==> config.mk <==
export PLATFORM = sky130hd
export DESIGN_NAME = asalu_core
export DESIGN_NICKNAME = d
export VERILOG_FILES = /design/src/hw/asalu_pkg.sv /design/src/hw/asalu_exec_if.sv /design/src/hw/asalu_core.sv /design/src/hw/asalu_exec.sv
export VERILOG_INCLUDE_DIRS = /design/src /design/src/hw
export SDC_FILE = /design/constraint.sdc
export NUM_CORES = 1
export LEC_CHECK = 0
export BUFFER_PORTS_ARGS = -buffer_cell sky130_fd_sc_hd__buf_2
export CAP_MARGIN = 30
export CORE_UTILIZATION = 55
export CTS_BUF_LIST = sky130_fd_sc_hd__clkbuf_4
export CTS_CLUSTER_SIZE = 14
export DETAILED_ROUTE_END_ITERATION = 8
export GPL_ROUTABILITY_DRIVEN = 0
export PLACE_DENSITY = 0.77
export SYNTH_ARGS = -nofsm -noshare
export SYNTH_HDL_FRONTEND = slang
export SYNTH_HIERARCHICAL = 1
export SYNTH_SLANG_ARGS = --single-unit
==> constraint.sdc <==
create_clock -name core_clk -period 5.85 [get_ports core_clk]
set_input_delay 0.2925 -clock core_clk [delete_from_list [all_inputs] [get_ports core_clk]]
set_output_delay 0.2925 -clock core_clk [all_outputs]
set_load 0.1 [all_outputs]
==> src/hw/asalu_params.svh <==
// offsets, field positions and reset values of the add/shift datapath
// assumes inclusion by bare name from the bench and the core
`ifndef ASALU_PARAMS_SVH
`define ASALU_PARAMS_SVH

`define ASALU_ADDR_W      4
`define ASALU_OFF_ACC     4'h0
`define ASALU_OFF_STATUS  4'h1
`define ASALU_OFF_PTR0_LO 4'h2
`define ASALU_OFF_PTR0_HI 4'h3
`define ASALU_OFF_PTR1_LO 4'h4
`define ASALU_OFF_PTR1_HI 4'h5
`define ASALU_OFF_CTRL    4'h6

`define ASALU_BIT_CARRY   0
`define ASALU_BIT_NIBBLE  1
`define ASALU_BIT_ZERO    2
`define ASALU_BIT_BUSY    3

`define ASALU_BIT_STALL_EN 0

`define ASALU_RST_ACC     8'h00
`define ASALU_RST_PTR     16'h0000
`define ASALU_RST_CTRL    8'h01
`define ASALU_PTR_TOP     15

`endif

==> src/hw/asalu_pkg.sv <==
// types shared by the add/shift datapath modules
// assumes the params header sits beside it
package asalu_pkg;
  typedef enum logic [2:0] {
    op_none,
    pointer_offset_op,
    and_immediate_op,
    add_immediate_op,
    and_mem_op,
    add_mem_op,
    arith_shift_right_op,
    add_with_spill_op
  } asalu_op_t;

  typedef enum logic {
    st_run,
    st_stall
  } asalu_state_t;
endpackage : asalu_pkg
==> src/hw/asalu_exec_if.sv <==
// operand and result bundle between the core and its arithmetic unit
// assumes both ends are in one clock domain
`timescale 1ns/1ps
`default_nettype none
interface asalu_exec_if;
  asalu_pkg::asalu_op_t op;
  logic [7:0]           acc;
  logic [7:0]           fval;
  logic [7:0]           lit;
  logic                 carry_in;
  logic [15:0]          ptr;
  logic [7:0]           result;
  logic [15:0]          ptr_res;
  logic                 carry;
  logic                 nibble;
  logic                 zero;
  logic                 carry_we;
  logic                 nibble_we;
  logic                 zero_we;

  modport core (output op, acc, fval, lit, carry_in, ptr,
                input result, ptr_res, carry, nibble, zero,
                carry_we, nibble_we, zero_we);
  modport alu (input op, acc, fval, lit, carry_in, ptr,
               output result, ptr_res, carry, nibble, zero,
               carry_we, nibble_we, zero_we);
endinterface : asalu_exec_if
`default_nettype wire

==> src/hw/asalu_core.sv <==
// add/shift datapath: accumulator, status flags, two pointer pairs
// assumes the file register array lives outside and supplies the operand
//
// Function
// - pointer offset adds sign-extended 6-bit literal to chosen pair, flags untouched
// - pointer pair result wraps modulo 16 bits, no flag raised
// - and-immediate ANDs accumulator with literal into accumulator, zero only
// - add-immediate adds literal to accumulator, updates carry, nibble, zero
// - target bit 0 sends a file-operand op result to accumulator, 1 to file register
// - and-mem ANDs accumulator with file register, to target, zero only
// - add-mem adds accumulator and file register, updates carry, nibble, zero
// - shift right keeps bit 7, bit 0 into carry, updates carry, zero
// - add-with-spill adds accumulator, file register and carry, all three flags
// - indirect access with pointer top bit set costs one extra cycle
`timescale 1ns/1ps
`default_nettype none
`include "asalu_params.svh"
module asalu_core (
  input  wire logic                 core_clk,
  input  wire logic                 arst_n,
  input  wire logic                 op_valid,
  input  wire asalu_pkg::asalu_op_t op_code,
  input  wire logic [7:0]           op_lit,
  input  wire logic                 op_ptr_sel,
  input  wire logic                 op_dest,
  input  wire logic [6:0]           op_faddr,
  input  wire logic                 op_indirect,
  input  wire logic                 op_ind_sel,
  input  wire logic [7:0]           file_rdata,
  input  wire logic [3:0]           reg_addr,
  input  wire logic [7:0]           reg_wdata,
  input  wire logic                 reg_wr,
  input  wire logic                 reg_rd,
  output logic [7:0]                reg_rdata_q,
  output logic                      op_busy_q,
  output logic                      op_done_q,
  output logic                      file_we_q,
  output logic [6:0]                file_waddr_q,
  output logic [7:0]                file_wdata_q,
  output logic [7:0]                acc_q,
  output logic                      carry_q,
  output logic                      nibble_spill_bit_q,
  output logic                      zero_q
);
  import asalu_pkg::*;

  asalu_exec_if ex ();

  asalu_exec u_exec (
    .x (ex)
  );

  asalu_state_t state_q, state_d;
  asalu_op_t    hop_q, hop_d;
  logic [7:0]   hlit_q, hlit_d;
  logic         hptr_q, hptr_d;
  logic         hdest_q, hdest_d;
  logic [6:0]   hfaddr_q, hfaddr_d;
  logic [15:0]  ptr_q [2];
  logic [15:0]  ptr_d [2];
  logic [7:0]   acc_d;
  logic         carry_d, nibble_d, zero_d;
  logic         stall_en_q, stall_en_d;
  logic         busy_d, done_d, fwe_d;
  logic [6:0]   fwaddr_d;
  logic [7:0]   fwdata_d, rdata_d;
  logic         exec_now;
  logic         ptr_sel_now, dest_now;
  logic [6:0]   faddr_now;
  logic         need_stall;

  // indirect operand through a pointer whose top bit is set;
  // an empty request never stalls, it would end with no done pulse
  assign need_stall = op_valid && op_indirect && stall_en_q &&
                      (op_code != op_none) &&
                      ptr_q[op_ind_sel][`ASALU_PTR_TOP];

  always_comb begin
    state_d  = state_q;
    hop_d    = hop_q;
    hlit_d   = hlit_q;
    hptr_d   = hptr_q;
    hdest_d  = hdest_q;
    hfaddr_d = hfaddr_q;
    exec_now = 1'b0;
    ex.op    = op_none;
    ex.lit   = op_lit;
    ptr_sel_now = op_ptr_sel;
    dest_now    = op_dest;
    faddr_now   = op_faddr;
    case (state_q)
      st_run: begin
        if (need_stall) begin
          // hold the operation; it runs during the extra cycle, in st_stall
          state_d  = st_stall;
          hop_d    = op_code;
          hlit_d   = op_lit;
          hptr_d   = op_ptr_sel;
          hdest_d  = op_dest;
          hfaddr_d = op_faddr;
        end else if (op_valid) begin
          exec_now = 1'b1;
          ex.op    = op_code;
        end
      end
      st_stall: begin
        state_d     = st_run;
        exec_now    = 1'b1;
        ex.op       = hop_q;
        ex.lit      = hlit_q;
        ptr_sel_now = hptr_q;
        dest_now    = hdest_q;
        faddr_now   = hfaddr_q;
      end
      default: begin
        state_d = st_run;
      end
    endcase
    busy_d = (state_d == st_stall);
  end

  assign ex.acc      = acc_q;
  assign ex.fval     = file_rdata;
  assign ex.carry_in = carry_q;
  assign ex.ptr      = ptr_q[ptr_sel_now];

  // software writes lose to an executing operation in the same cycle
  always_comb begin
    acc_d      = acc_q;
    carry_d    = carry_q;
    nibble_d   = nibble_spill_bit_q;
    zero_d     = zero_q;
    ptr_d[0]   = ptr_q[0];
    ptr_d[1]   = ptr_q[1];
    stall_en_d = stall_en_q;
    fwe_d      = 1'b0;
    fwaddr_d   = file_waddr_q;
    fwdata_d   = file_wdata_q;
    rdata_d    = 8'h00;
    if (reg_wr) begin
      case (reg_addr)
        `ASALU_OFF_ACC:     acc_d = reg_wdata;
        `ASALU_OFF_STATUS: begin
          carry_d  = reg_wdata[`ASALU_BIT_CARRY];
          nibble_d = reg_wdata[`ASALU_BIT_NIBBLE];
          zero_d   = reg_wdata[`ASALU_BIT_ZERO];
        end
        `ASALU_OFF_PTR0_LO: ptr_d[0][7:0]  = reg_wdata;
        `ASALU_OFF_PTR0_HI: ptr_d[0][15:8] = reg_wdata;
        `ASALU_OFF_PTR1_LO: ptr_d[1][7:0]  = reg_wdata;
        `ASALU_OFF_PTR1_HI: ptr_d[1][15:8] = reg_wdata;
        `ASALU_OFF_CTRL:    stall_en_d = reg_wdata[`ASALU_BIT_STALL_EN];
        default: begin
          acc_d = acc_q;
        end
      endcase
    end
    if (exec_now) begin
      if (ex.op == pointer_offset_op) begin
        ptr_d[ptr_sel_now] = ex.ptr_res;
      end else if (ex.op == and_immediate_op ||
                   ex.op == add_immediate_op) begin
        acc_d = ex.result;
      end else if (ex.op != op_none) begin
        if (dest_now) begin
          fwe_d    = 1'b1;
          fwaddr_d = faddr_now;
          fwdata_d = ex.result;
        end else begin
          acc_d = ex.result;
        end
      end
      if (ex.carry_we) carry_d = ex.carry;
      if (ex.nibble_we) nibble_d = ex.nibble;
      if (ex.zero_we) zero_d = ex.zero;
    end
    if (reg_rd) begin
      case (reg_addr)
        `ASALU_OFF_ACC:     rdata_d = acc_q;
        `ASALU_OFF_STATUS: begin
          rdata_d[`ASALU_BIT_CARRY]  = carry_q;
          rdata_d[`ASALU_BIT_NIBBLE] = nibble_spill_bit_q;
          rdata_d[`ASALU_BIT_ZERO]   = zero_q;
          rdata_d[`ASALU_BIT_BUSY]   = op_busy_q;
        end
        `ASALU_OFF_PTR0_LO: rdata_d = ptr_q[0][7:0];
        `ASALU_OFF_PTR0_HI: rdata_d = ptr_q[0][15:8];
        `ASALU_OFF_PTR1_LO: rdata_d = ptr_q[1][7:0];
        `ASALU_OFF_PTR1_HI: rdata_d = ptr_q[1][15:8];
        `ASALU_OFF_CTRL:    rdata_d = {7'h00, stall_en_q};
        default:            rdata_d = 8'h00;
      endcase
    end
    done_d = exec_now && (ex.op != op_none);
  end

  always_ff @(posedge core_clk or negedge arst_n) begin
    if (!arst_n) begin
      state_q            <= st_run;
      hop_q              <= op_none;
      hlit_q             <= 8'h00;
      hptr_q             <= 1'b0;
      hdest_q            <= 1'b0;
      hfaddr_q           <= 7'h00;
      ptr_q[0]           <= `ASALU_RST_PTR;
      ptr_q[1]           <= `ASALU_RST_PTR;
      acc_q              <= `ASALU_RST_ACC;
      carry_q            <= 1'b0;
      nibble_spill_bit_q <= 1'b0;
      zero_q             <= 1'b0;
      stall_en_q         <= 1'b1;
      op_busy_q          <= 1'b0;
      op_done_q          <= 1'b0;
      file_we_q          <= 1'b0;
      file_waddr_q       <= 7'h00;
      file_wdata_q       <= 8'h00;
      reg_rdata_q        <= 8'h00;
    end else begin
      state_q            <= state_d;
      hop_q              <= hop_d;
      hlit_q             <= hlit_d;
      hptr_q             <= hptr_d;
      hdest_q            <= hdest_d;
      hfaddr_q           <= hfaddr_d;
      ptr_q[0]           <= ptr_d[0];
      ptr_q[1]           <= ptr_d[1];
      acc_q              <= acc_d;
      carry_q            <= carry_d;
      nibble_spill_bit_q <= nibble_d;
      zero_q             <= zero_d;
      stall_en_q         <= stall_en_d;
      op_busy_q          <= busy_d;
      op_done_q          <= done_d;
      file_we_q          <= fwe_d;
      file_waddr_q       <= fwaddr_d;
      file_wdata_q       <= fwdata_d;
      reg_rdata_q        <= rdata_d;
    end
  end
endmodule : asalu_core
`default_nettype wire

==> src/hw/asalu_exec.sv <==
// combinational arithmetic unit: results and flag updates per operation
// assumes operands are stable for the whole cycle
`timescale 1ns/1ps
`default_nettype none
module asalu_exec (
  asalu_exec_if.alu x
);
  import asalu_pkg::*;

  logic [8:0] sum;
  logic [4:0] low_sum;
  logic [7:0] addend;
  logic       cin;

  always_comb begin
    addend = (x.op == add_immediate_op) ? x.lit : x.fval;
    cin    = (x.op == add_with_spill_op) ? x.carry_in : 1'b0;
    sum     = {1'b0, x.acc} + {1'b0, addend} + {8'h00, cin};
    low_sum = {1'b0, x.acc[3:0]} + {1'b0, addend[3:0]} + {4'h0, cin};
    x.result    = 8'h00;
    x.ptr_res   = x.ptr;
    x.carry     = x.carry_in;
    x.nibble    = low_sum[4];
    x.carry_we  = 1'b0;
    x.nibble_we = 1'b0;
    x.zero_we   = 1'b0;
    case (x.op)
      pointer_offset_op: begin
        // 16-bit add drops the carry out, so both ends wrap
        x.ptr_res = x.ptr + {{10{x.lit[5]}}, x.lit[5:0]};
      end
      and_immediate_op: begin
        x.result  = x.acc & x.lit;
        x.zero_we = 1'b1;
      end
      and_mem_op: begin
        x.result  = x.acc & x.fval;
        x.zero_we = 1'b1;
      end
      add_immediate_op, add_mem_op, add_with_spill_op: begin
        x.result    = sum[7:0];
        x.carry     = sum[8];
        x.carry_we  = 1'b1;
        x.nibble_we = 1'b1;
        x.zero_we   = 1'b1;
      end
      arith_shift_right_op: begin
        x.result   = {x.fval[7], x.fval[7:1]};
        x.carry    = x.fval[0];
        x.carry_we = 1'b1;
        x.zero_we  = 1'b1;
      end
      default: begin
        x.result = 8'h00;
      end
    endcase
    x.zero = (x.result == 8'h00);
  end
endmodule : asalu_exec
`default_nettype wire

==> flow_metrics.env, run 1 <==
export IMPL_status="complete, no violations"
export IMPL_crit_type="reg2reg"
export IMPL_synth_most_common_cell="dfrtp_1"
export IMPL_synth_top_cell_by_area="dfrtp_1"
export IMPL_syn_area_mm2=0.00632
export IMPL_dpl_hpwl_mm=13.0
export IMPL_clock_latency_ps=480
export IMPL_min_period_ps=4960
export IMPL_slew_viol_final=0
export IMPL_num_vias=5547
export IMPL_crit_fanout=13
export IMPL_htree_levels=3
export IMPL_cp_start_kind="register"
export IMPL_ys_seq_area_frac=0.356
export IMPL_slowest_delay_ps=580
export IMPL_grt_pass1_wl_mm=27.3
export IMPL_avgSynthCellArea_um2=9.76
export IMPL_worstPathRequired_ps=6270
export IMPL_cp_arrival_ps=5380
export IMPL_cp_buffers_inverters=1
export IMPL_grt_start_max_net_pins=59
export IMPL_syn_inst=648
export IMPL_clock_fmax_mhz=202
export IMPL_io_buffers=83
export IMPL_avgViaCountPerCell=6.36
export IMPL_drt_total_wl_mm=17.4
export IMPL_netSwitchingPower_mw=1.50
export IMPL_pwr_share_seq=0.329
export IMPL_die_w_um=109
export IMPL_row_count=38
export IMPL_clockPowerShare=0.134
export IMPL_critPathTopFamily="simple AND/OR/NAND/NOR gates"
export IMPL_grt_use_total=0.303
export IMPL_synth_net_count=720
export IMPL_synth_top_area_frac=0.352
export IMPL_crit_path_end_kind="register"
export IMPL_rsz0062_at_grt="no"
export IMPL_async_flop_share=1.00
export IMPL_first_iter_violations=590
export IMPL_dp_cells=854
export IMPL_utilization=0.641
export IMPL_antenna_found_initial=1
export IMPL_overflow=0
export IMPL_max_cap_violations=0
export IMPL_drive_above_1_share=0.286
export IMPL_fin_crit_sh=0.847
export IMPL_comb_power_share=0.537
export IMPL_path_clk_slew_ps=160
export IMPL_skew_ps=21.4
export IMPL_cts_buffer_depth=2
export IMPL_antenna_left=0
export IMPL_worst_pin_slew_ps=1110
export IMPL_synth_common_cells="89 x dfrtp_1, 78 x mux2_2, 77 x nand2_1"
export IMPL_ios=84
export IMPL_die_y_um=109
export IMPL_yosysWarnings=6
export IMPL_numClockSinks=90
export IMPL_area_delta_synth_final_pct=11.9
export IMPL_crit_chain="nand3_1 > o211ai_1 > nand2_1 > nand2_1 > mux2_2 > fa_1 > inv_1 > fa_1 > nor2b_1 > nor3_1 > a221o_1 > or4b_1 > a2111o_1 > nor4_2 > a31o_2"
export IMPL_powerDensity_mw_per_mm2=438
export IMPL_synthFlopType="dfrtp_1"
export IMPL_ir_drop_uv=300
export IMPL_start_util=0.573
export IMPL_core_area_mm2=0.0110
export IMPL_dieArea_mm2=0.0119
export IMPL_ys_types=76
export IMPL_power_internal_mw=1.60
export IMPL_cts_made_buffers=9
export IMPL_yosys_register_bits=90
export IMPL_sw_frac_of_total=0.485
export IMPL_n_fill_cell=912
export IMPL_cts_tree="yes"
export IMPL_drt_pass1_iterations=6
export IMPL_stdcell_count=872
export IMPL_leakagePower_nw=3.26
export IMPL_setup_viol=0
export IMPL_slew_headroom=0.251
export IMPL_grt_pass1_vias=5214
export IMPL_cts_hold_buf=1
export IMPL_synth_area_top_cells="dfrtp_1 35%, mux2_2 14%, mux2i_1 7.4%"
export IMPL_cp_slowest_cell="or4b_1"
export IMPL_cts_root_buf="clkbuf_4"
export IMPL_drc=0
export IMPL_post_cts_buffers=0
export IMPL_min_path_type="in2reg"
export IMPL_tns_ps=0
export IMPL_post_cts_resized=0
export IMPL_synth_edf_count=0
export IMPL_fin_nets=798
export IMPL_finalHoldViolCount=0
export IMPL_routedWlPerCell_um=19.9
## worst register-to-register path, stage by stage (launching register included)
cell and delay [ps]:
dfstp_2 570, nand3_1 190, o211ai_1 420, nand2_1 420, nand2_1 440, mux2_2 390
fa_1 390, inv_1 90, fa_1 180, nor2b_1 130, nor3_1 50, a221o_1 300
or4b_1 580, a2111o_1 420, nor4_2 150, a31o_2 180
## per-stage QoR
stage	hold WS (ps)	instance area [um2]	setup WS [ps]	power, mW
floorplan	-3.09	6320	898	2.27
global placement	467	6850	1130	2.60
detailed placement	281	6890	1030	2.67
CTS	40.4	7070	935	3.08
global route	33.5	7070	577	3.28
finish	51.4	7070	893	3.10
## logic make-up (layout without fill, tap and decap cells)
kind of cell	count (synthesis)	in the layout	share of synthesized area
XOR/XNOR	11	11	0.0152
AO/OA/AOI/OAI	173	173	0.184
other	0	1	0
buffers and inverters	41	124	0.0303
AND/OR/NAND/NOR	179	179	0.138
adder cells (fa/ha/maj)	25	25	0.0530
flip-flops	90	90	0.356
multiplexers	129	129	0.223
## power by group through the flow
stage | Sequential, mW | Combinational [mW] | Clock, mW
6_report | 1.02 | 1.66 | 0.416
5_1_grt | 1.05 | 1.79 | 0.442
4_1_cts | 1.02 | 1.64 | 0.419
3_5_place_dp | 1.03 | 1.64 | 0
3_3_place_gp | 1.02 | 1.58 | 0
2_1_floorplan | 1.35 | 0.922 | 0
## flip-flops by register name, indices dropped and copies added, names as in the netlist, 3 cells and up
name,count
acc_q,8
file_waddr_q,7
file_wdata_q,8
hfaddr_q,7
hlit_q,8
hop_q,3
ptr_q,32
reg_rdata_q,8
## metal layers
layer | up-vias | wire, um | global-route usage
met3 | 39 | 1140 | 0.0412
met1 | 2687 | 7610 | 0.423
met4 | 0 | 411 | 0.116
met5 | - | 0 | 0
li1 | 2573 | - | -
met2 | 248 | 8200 | 0.476
## final timing paths
kind	start	endpoint	slack (ps)	depth (start not counted)
max	stall_en_q$_DFFE_PN1P_	zero_q$_DFF_PN0_	890	15
min	op_faddr[4]	hfaddr_q[4]$_DFFE_PN0P_	50	2
max reg2reg	stall_en_q$_DFFE_PN1P_	zero_q$_DFF_PN0_	890	15
max in group asynchronous	arst_n	stall_en_q$_DFFE_PN1P_	4890	3
min in group asynchronous	arst_n	ptr_q[26]$_DFF_PN0_	290	2
min reg2reg	hlit_q[4]$_DFFE_PN0P_	hlit_q[4]$_DFFE_PN0P_	510	1
## final cells by class
cell class	count	area (um2)	area share
well taps	140	175	0.0248
clock inverters	7	100	0.0142
repair buffers	95	534	0.0755
diodes	1	2.50	0.000354
flip-flops and latches	90	2250	0.319
inverters	13	51.3	0.00725
multi-input cells	517	3890	0.550
clock buffers	9	67.6	0.00955
## cells in the final DEF, fill, tap and decap left out, types with 4 or more instances in the layout
| master | instances |
|---|---|
| nor2b_1 | 8 |
| buf_2 | 82 |
| o21ai_1 | 17 |
| nor3b_1 | 7 |
| xnor2_1 | 8 |
| buf_4 | 10 |
| nand3_1 | 4 |
| nand3b_1 | 8 |
| a31oi_1 | 4 |
| o21ai_0 | 43 |
| o31ai_1 | 4 |
| clkbuf_4 | 9 |
| a32oi_1 | 5 |
| nand2b_1 | 6 |
| nand2_1 | 77 |
| nor3_1 | 13 |
| inv_1 | 12 |
| o211ai_1 | 5 |
| dfrtp_1 | 89 |
| or2_2 | 4 |
| a21oi_1 | 30 |
| or3_1 | 4 |
| mux2_2 | 78 |
| nor2_1 | 31 |
| a22oi_1 | 10 |
| ha_1 | 22 |
| mux2i_1 | 47 |
| a211oi_1 | 5 |
| o21a_1 | 4 |
| a21o_1 | 11 |
(Power assumes the default switching activity.)
==> run 2: changes to the inputs <==
--- a/config.mk
+++ b/config.mk
@@ -13,7 +13,7 @@
 export CTS_CLUSTER_SIZE = 14
 export DETAILED_ROUTE_END_ITERATION = 8
 export GPL_ROUTABILITY_DRIVEN = 0
-export PLACE_DENSITY = 0.77
+export PLACE_DENSITY = 0.8
 export SYNTH_ARGS = -nofsm -noshare
 export SYNTH_HDL_FRONTEND = slang
 export SYNTH_HIERARCHICAL = 1
==> constraint.sdc (replaced) <==
create_clock -name core_clk -period 4.3 [get_ports core_clk]
set_input_delay 0.215 -clock core_clk [delete_from_list [all_inputs] [get_ports core_clk]]
set_output_delay 0.215 -clock core_clk [all_outputs]
set_load 0.1 [all_outputs]
==> run 2 against run 1 <==
Net effect:
- final area increased by 3.7%
- hold slack improved by 28 ps
- register-to-register slack got worse by 750 ps
- setup slack lost 750 ps
- cell count increased by 3.4%
- die area unchanged
- via count is 3.7% higher
- global-route usage increased by 0.64 points
- first-iteration DRC count shrank 13%
- largest cell class unchanged
- critical path depth decreased by 3
- sequential cell count is the same
==> flow_metrics.env, run 2 (same netlist as run 1, synthesis figures left out) <==
export IMPL_status="complete, no violations"
export IMPL_setup_viol=0
export IMPL_slew_viol_final=0
export IMPL_crit_chain="mux2i_2 > buf_4 > mux2_2 > ha_1 > a2111oi_0 > nor3_1 > a2111oi_2 > nor3_1 > a211oi_1 > xnor2_1 > nand2_1 > o21ai_1"
export IMPL_crit_type="reg2reg"
export IMPL_ir_drop_uv=393
export IMPL_drt_total_wl_mm=17.7
export IMPL_leakagePower_nw=3.38
export IMPL_cts_buffer_depth=2
export IMPL_min_path_type="in2reg"
export IMPL_wl_met2_mm=8.25
export IMPL_area_delta_synth_final_pct=16.0
export IMPL_grt_pass1_wl_mm=28.1
export IMPL_min_period_ps=4160
export IMPL_cp_arrival_ps=4560
export IMPL_post_dp_cell_area_mm2=0.00693
export IMPL_avgViaCountPerCell=6.37
export IMPL_core_area_mm2=0.0110
export IMPL_crit_path_frequent_cell="nor3_1"
export IMPL_layout_common_cells="88 x dfrtp_1, 83 x buf_2, 77 x mux2_2"
export IMPL_max_cap_violations=0
export IMPL_dieArea_mm2=0.0119
export IMPL_row_count=38
export IMPL_regArea_mm2=0.00226
export IMPL_drt_pass1_iterations=8
export IMPL_grt_start_max_net_pins=60
export IMPL_largest_register_ffs=32
export IMPL_rsz0062_at_grt="no"
export IMPL_dpl_hpwl_mm=13.0
export IMPL_cts_tree="yes"
export IMPL_stdcell_count=902
export IMPL_worstPathRequired_ps=4700
export IMPL_drc=0
export IMPL_io_buffers=83
export IMPL_grt_use_total=0.309
export IMPL_crit_fanout=18
export IMPL_fin_nets=828
export IMPL_largest_register="ptr_q"
export IMPL_slowest_delay_ps=600
export IMPL_worst_pin_slew_ps=999
export IMPL_cts_made_buffers=9
export IMPL_routedWlPerCell_um=19.7
export IMPL_num_vias=5750
export IMPL_cp_slowest_cell="dfrtp_4"
export IMPL_setup_ws_ps=141
export IMPL_wl_met1_mm=7.65
export IMPL_overflow=0
export IMPL_drive_above_1_share=0.301
export IMPL_fin_crit_sh=0.967
export IMPL_first_iter_violations=513
export IMPL_multi_input_area_mm2=0.00393
export IMPL_start_util=0.573
export IMPL_path_clk_slew_ps=170
export IMPL_skew_ps=24.1
export IMPL_tns_ps=0
export IMPL_htree_levels=3
export IMPL_hold_slack_ps=79.5
export IMPL_final_area_mm2=0.00733
export IMPL_n_fill_cell=860
export IMPL_slew_headroom=0.329
export IMPL_final_common_cell="dfrtp_1"
export IMPL_cts_root_buf="clkbuf_4"
export IMPL_crit_path_end_kind="register"
export IMPL_highest_layer="met4"
export IMPL_clock_fmax_mhz=240
export IMPL_antenna_found_initial=1
export IMPL_clock_latency_ps=490
export IMPL_die_w_um=109
export IMPL_finalHoldViolCount=0
export IMPL_ios=84
export IMPL_powerDensity_mw_per_mm2=566
export IMPL_post_place_ws_ps=85.8
export IMPL_grt_pass1_vias=5510
export IMPL_cp_start_kind="register"
export IMPL_antenna_left=0
export IMPL_dr_wl_met3_mm=1.36
export IMPL_die_y_um=109
export IMPL_dp_cells=861
export IMPL_numClockSinks=90
==> run 2: cell types whose count changed in the layout (fill, tap and decap cells not counted), moves of 3 or more <==
| cell | delta |
|---|---|
| buf_4 | +11 |
| dlygate4sd3_1 | +20 |
| nand2_1 | -3 |
| nand2_2 | +3 |
==> run 2: layout make-up <==
| class | count | area share |
|---|---|---|
| clock inverter | 7 | 0.00922 |
| sequential | 90 | 0.308 |
| multi-input combinational | 517 | 0.536 |
| tap | 140 | 0.0239 |
| clock buffer | 9 | 0.00922 |
| inverter | 13 | 0.00700 |
| antenna | 1 | 0.000341 |
| timing repair buffer | 125 | 0.107 |
==> run 2: repair_timing <==
item	in CTS	in global routing
buffers inserted	0	2
gates resized for setup	0	9
setup endpoints to repair	0	3
endpoints found under the hold margin	77	0
hold buffers	21	0
==> run 2: path summary, 6_finish.rpt <==
path	slack (ps)	end	cells past startpoint	from
setup / recovery	140	ptr_q[15]$_DFF_PN0_	12	state_q$_DFF_PN0_
hold / removal	80	ptr_q[3]$_DFF_PN0_	3	reg_wdata[3]
setup reg to reg	140	ptr_q[15]$_DFF_PN0_	12	state_q$_DFF_PN0_
hold reg to reg	510	hlit_q[4]$_DFFE_PN0P_	1	hlit_q[4]$_DFFE_PN0P_
max in group asynchronous	3050	state_q$_DFF_PN0_	3	arst_n
min in group asynchronous	320	ptr_q[31]$_DFF_PN0_	2	arst_n
==> run 2: worst max-delay path, delay by kind of cell (launching register included) <==
| kind | cells | cell delay [ps] |
|---|---|---|
| and+or+nand+nor | 3 | 360 |
| xor gates and xnor gates | 1 | 200 |
| AOI/OAI and AO/OA | 4 | 1640 |
| buffers and inverters | 1 | 320 |
| DFF | 1 | 600 |
| muxes | 2 | 600 |
| adders and majority gates | 1 | 340 |
==> run 2: per-stage QoR <==
step / utilization / power [mW]
2_1_floorplan: - / 3.10
3_3_place_gp: 0.627 / 3.51
3_5_place_dp: 0.628 / 3.61
4_1_cts: 0.660 / 4.11
5_1_grt: 0.665 / 4.40
6_report: 0.665 / 4.15
==> run 2: metal layers <==
| layer | up-vias | track usage |
|---|---|---|
| met1 | 2776 | 0.417 |
| met4 | 0 | 0.142 |
| met2 | 296 | 0.488 |
| met5 | - | 0 |
| met3 | 49 | 0.0472 |
| li1 | 2629 | - |
==> run 2: power by group <==
part           total (mW)  switching (mW)  internal, mW
sequential           1.40           0.268          1.14
clock               0.482           0.347         0.135
combinational        2.27            1.45         0.820
==> run 3: changes to the inputs <==
--- a/config.mk
+++ b/config.mk
@@ -13,7 +13,7 @@
 export CTS_CLUSTER_SIZE = 14
 export DETAILED_ROUTE_END_ITERATION = 8
 export GPL_ROUTABILITY_DRIVEN = 0
-export PLACE_DENSITY = 0.8
+export PLACE_DENSITY = 0.78
 export SYNTH_ARGS = -nofsm -noshare
 export SYNTH_HDL_FRONTEND = slang
 export SYNTH_HIERARCHICAL = 1
==> run 3 against run 2 <==
Net effect:
- sequential power is essentially flat
- global-route usage shrank 0.48 points
- maximum frequency grew 1.0%
- sequential share of layout area grew 0.058 points
- first-iteration DRC count grew 21%
- register-to-register slack gained 40 ps
- critical path depth grew 4
- hold slack lost 50 ps
- via count shrank 0.42%
- clock-buffer cell count grew 1
- clock skew shrank 12 ps
- largest cell class unchanged
==> flow_metrics.env, run 3 (same netlist as run 1, synthesis figures left out) <==
export IMPL_slew_headroom=0.325
export IMPL_core_area_mm2=0.0110
export IMPL_setup_viol=0
export IMPL_cp_start_kind="register"
export IMPL_finalHoldViolCount=0
export IMPL_die_y_um=109
export IMPL_htree_levels=3
export IMPL_dieArea_mm2=0.0119
export IMPL_worst_pin_slew_ps=1000
export IMPL_crit_type="reg2reg"
export IMPL_ir_drop_uv=373
export IMPL_grt_pass1_wl_mm=27.6
export IMPL_die_w_um=109
export IMPL_grt_use_total=0.304
export IMPL_netSwitchingPower_mw=2.03
export IMPL_sw_frac_of_total=0.493
export IMPL_final_common_cell="dfrtp_1"
export IMPL_drc=0
export IMPL_avgViaCountPerCell=6.34
export IMPL_first_iter_violations=619
export IMPL_min_delay_start="op_code[1]"
export IMPL_drt_pass1_iterations=6
export IMPL_io_buffers=83
export IMPL_cts_tree="yes"
export IMPL_clockPowerShare=0.097
export IMPL_crit_path_end_kind="register"
export IMPL_num_vias=5726
export IMPL_powerDensity_mw_per_mm2=564
export IMPL_crit_fanout=6
export IMPL_pwr_share_seq=0.340
export IMPL_antenna_left=0
export IMPL_n_fill_cell=851
export IMPL_drt_total_wl_mm=17.8
export IMPL_cts_made_buffers=9
export IMPL_clock_fmax_mhz=243
export IMPL_routedWlPerCell_um=19.7
export IMPL_drive_above_1_share=0.297
export IMPL_comb_power_share=0.563
export IMPL_cp_arrival_ps=4530
export IMPL_fin_crit_sh=0.958
export IMPL_cp_slowest_cell="dfstp_2"
export IMPL_layout_common_cells="88 x dfrtp_1, 83 x buf_2, 78 x mux2_2"
export IMPL_post_dp_cell_area_mm2=0.00697
export IMPL_antenna_found_initial=1
export IMPL_power_internal_mw=2.09
export IMPL_slew_viol_final=0
export IMPL_min_path_type="in2reg"
export IMPL_r2r_start="stall_en_q$_DFFE_PN1P_"
export IMPL_min_period_ps=4120
export IMPL_overflow=0
export IMPL_max_cap_violations=0
export IMPL_utilization=0.663
export IMPL_clock_latency_ps=470
export IMPL_final_area_mm2=0.00732
export IMPL_dpl_hpwl_mm=13.1
export IMPL_ios=84
export IMPL_area_delta_synth_final_pct=15.8
export IMPL_critPathLaunch="stall_en_q$_DFFE_PN1P_"
export IMPL_grt_start_max_net_pins=51
export IMPL_row_count=38
export IMPL_cts_root_buf="clkbuf_4"
export IMPL_largest_register_ffs=32
export IMPL_grt_pass1_vias=5294
export IMPL_status="complete, no violations"
export IMPL_leakagePower_nw=3.37
export IMPL_largest_register="ptr_q"
export IMPL_numClockSinks=90
export IMPL_crit_chain="nand3_4 > o211ai_1 > nand2_2 > nor2b_4 > nand2_2 > mux2_2 > fa_1 > inv_1 > fa_1 > nor2b_2 > nor3_1 > a221o_1 > or4b_4 > a2111o_1 > nor4_2 > a31o_2"
export IMPL_worstPathRequired_ps=4710
export IMPL_path_clk_slew_ps=140
export IMPL_slowest_delay_ps=590
export IMPL_skew_ps=12.4
export IMPL_start_util=0.573
export IMPL_cts_buffer_depth=2
export IMPL_fin_nets=829
run 3: final cells by class:
class                   instances  area [um2]  share of cell area
multi-input cells             517        3930               0.537
flip-flops and latches         90        2260               0.308
repair buffers                126         803               0.110
well taps                     140         175              0.0239
clock buffers                  10        75.1              0.0103
inverters                      13        51.3             0.00701
clock inverters                 6        23.8             0.00325
diodes                          1        2.50            0.000342
run 3: critical path, delay by kind of cell, from the launching register on:
kind | cells | cell delay, ps
AND/OR/NAND/NOR | 8 | 1340
AO/OA/AOI/OAI | 4 | 1160
adder cells (fa/ha/maj) | 2 | 590
flip-flops | 1 | 590
multiplexers | 1 | 290
buffers and inverters | 1 | 90
run 3: worst paths after layout:
| path | slack, ps | cells past startpoint | end |
|---|---|---|---|
| max | 180 | 16 | zero_q$_DFF_PN0_ |
| min | 30 | 2 | hop_q[1]$_DFFE_PN0P_ |
| max reg2reg | 180 | 16 | zero_q$_DFF_PN0_ |
| min reg2reg | 520 | 1 | hlit_q[5]$_DFFE_PN0P_ |
| max in group asynchronous | 2960 | 3 | reg_rdata_q[4]$_DFF_PN0_ |
| min in group asynchronous | 250 | 2 | reg_rdata_q[1]$_DFF_PN0_ |
run 3: per-layer routing:
metal  vias to the layer above  share of wire  GRT usage
li1                       2633              -          -
met1                      2751           0.43      0.411
met2                       285           0.46      0.480
met3                        57          0.074     0.0532
met4                         0          0.033      0.130
met5                         -              0          0
run 3: timing repair:
action                     in CTS  in global routing
resized for setup               0                  6
setup endpoints to repair       0                  1
hold buffers                   17                  1
setup buffers                   0                  3
hold endpoints to repair       55                  1
run 3: through the flow:
step                      power (mW)  hold slack [ps]  cells  setup slack (ps)  setup TNS, ps
final                           4.13             29.3    903               182              0
after detailed placement        3.66              239    864              83.6              0
after CTS                       4.07             5.11    897              35.2              0
after global placement          3.57              227    862               277              0
after floorplan                 3.10            -80.6    648              26.5              0
after global routing            4.37             27.5    903             -12.6          -12.6
run 3: power by group through the flow:
stage | clock [mW] | combinational [mW] | sequential, mW
2_1_floorplan | 0 | 1.26 | 1.84
3_3_place_gp | 0 | 2.18 | 1.38
3_5_place_dp | 0 | 2.25 | 1.41
4_1_cts | 0.407 | 2.27 | 1.39
5_1_grt | 0.438 | 2.50 | 1.43
6_report | 0.401 | 2.32 | 1.40
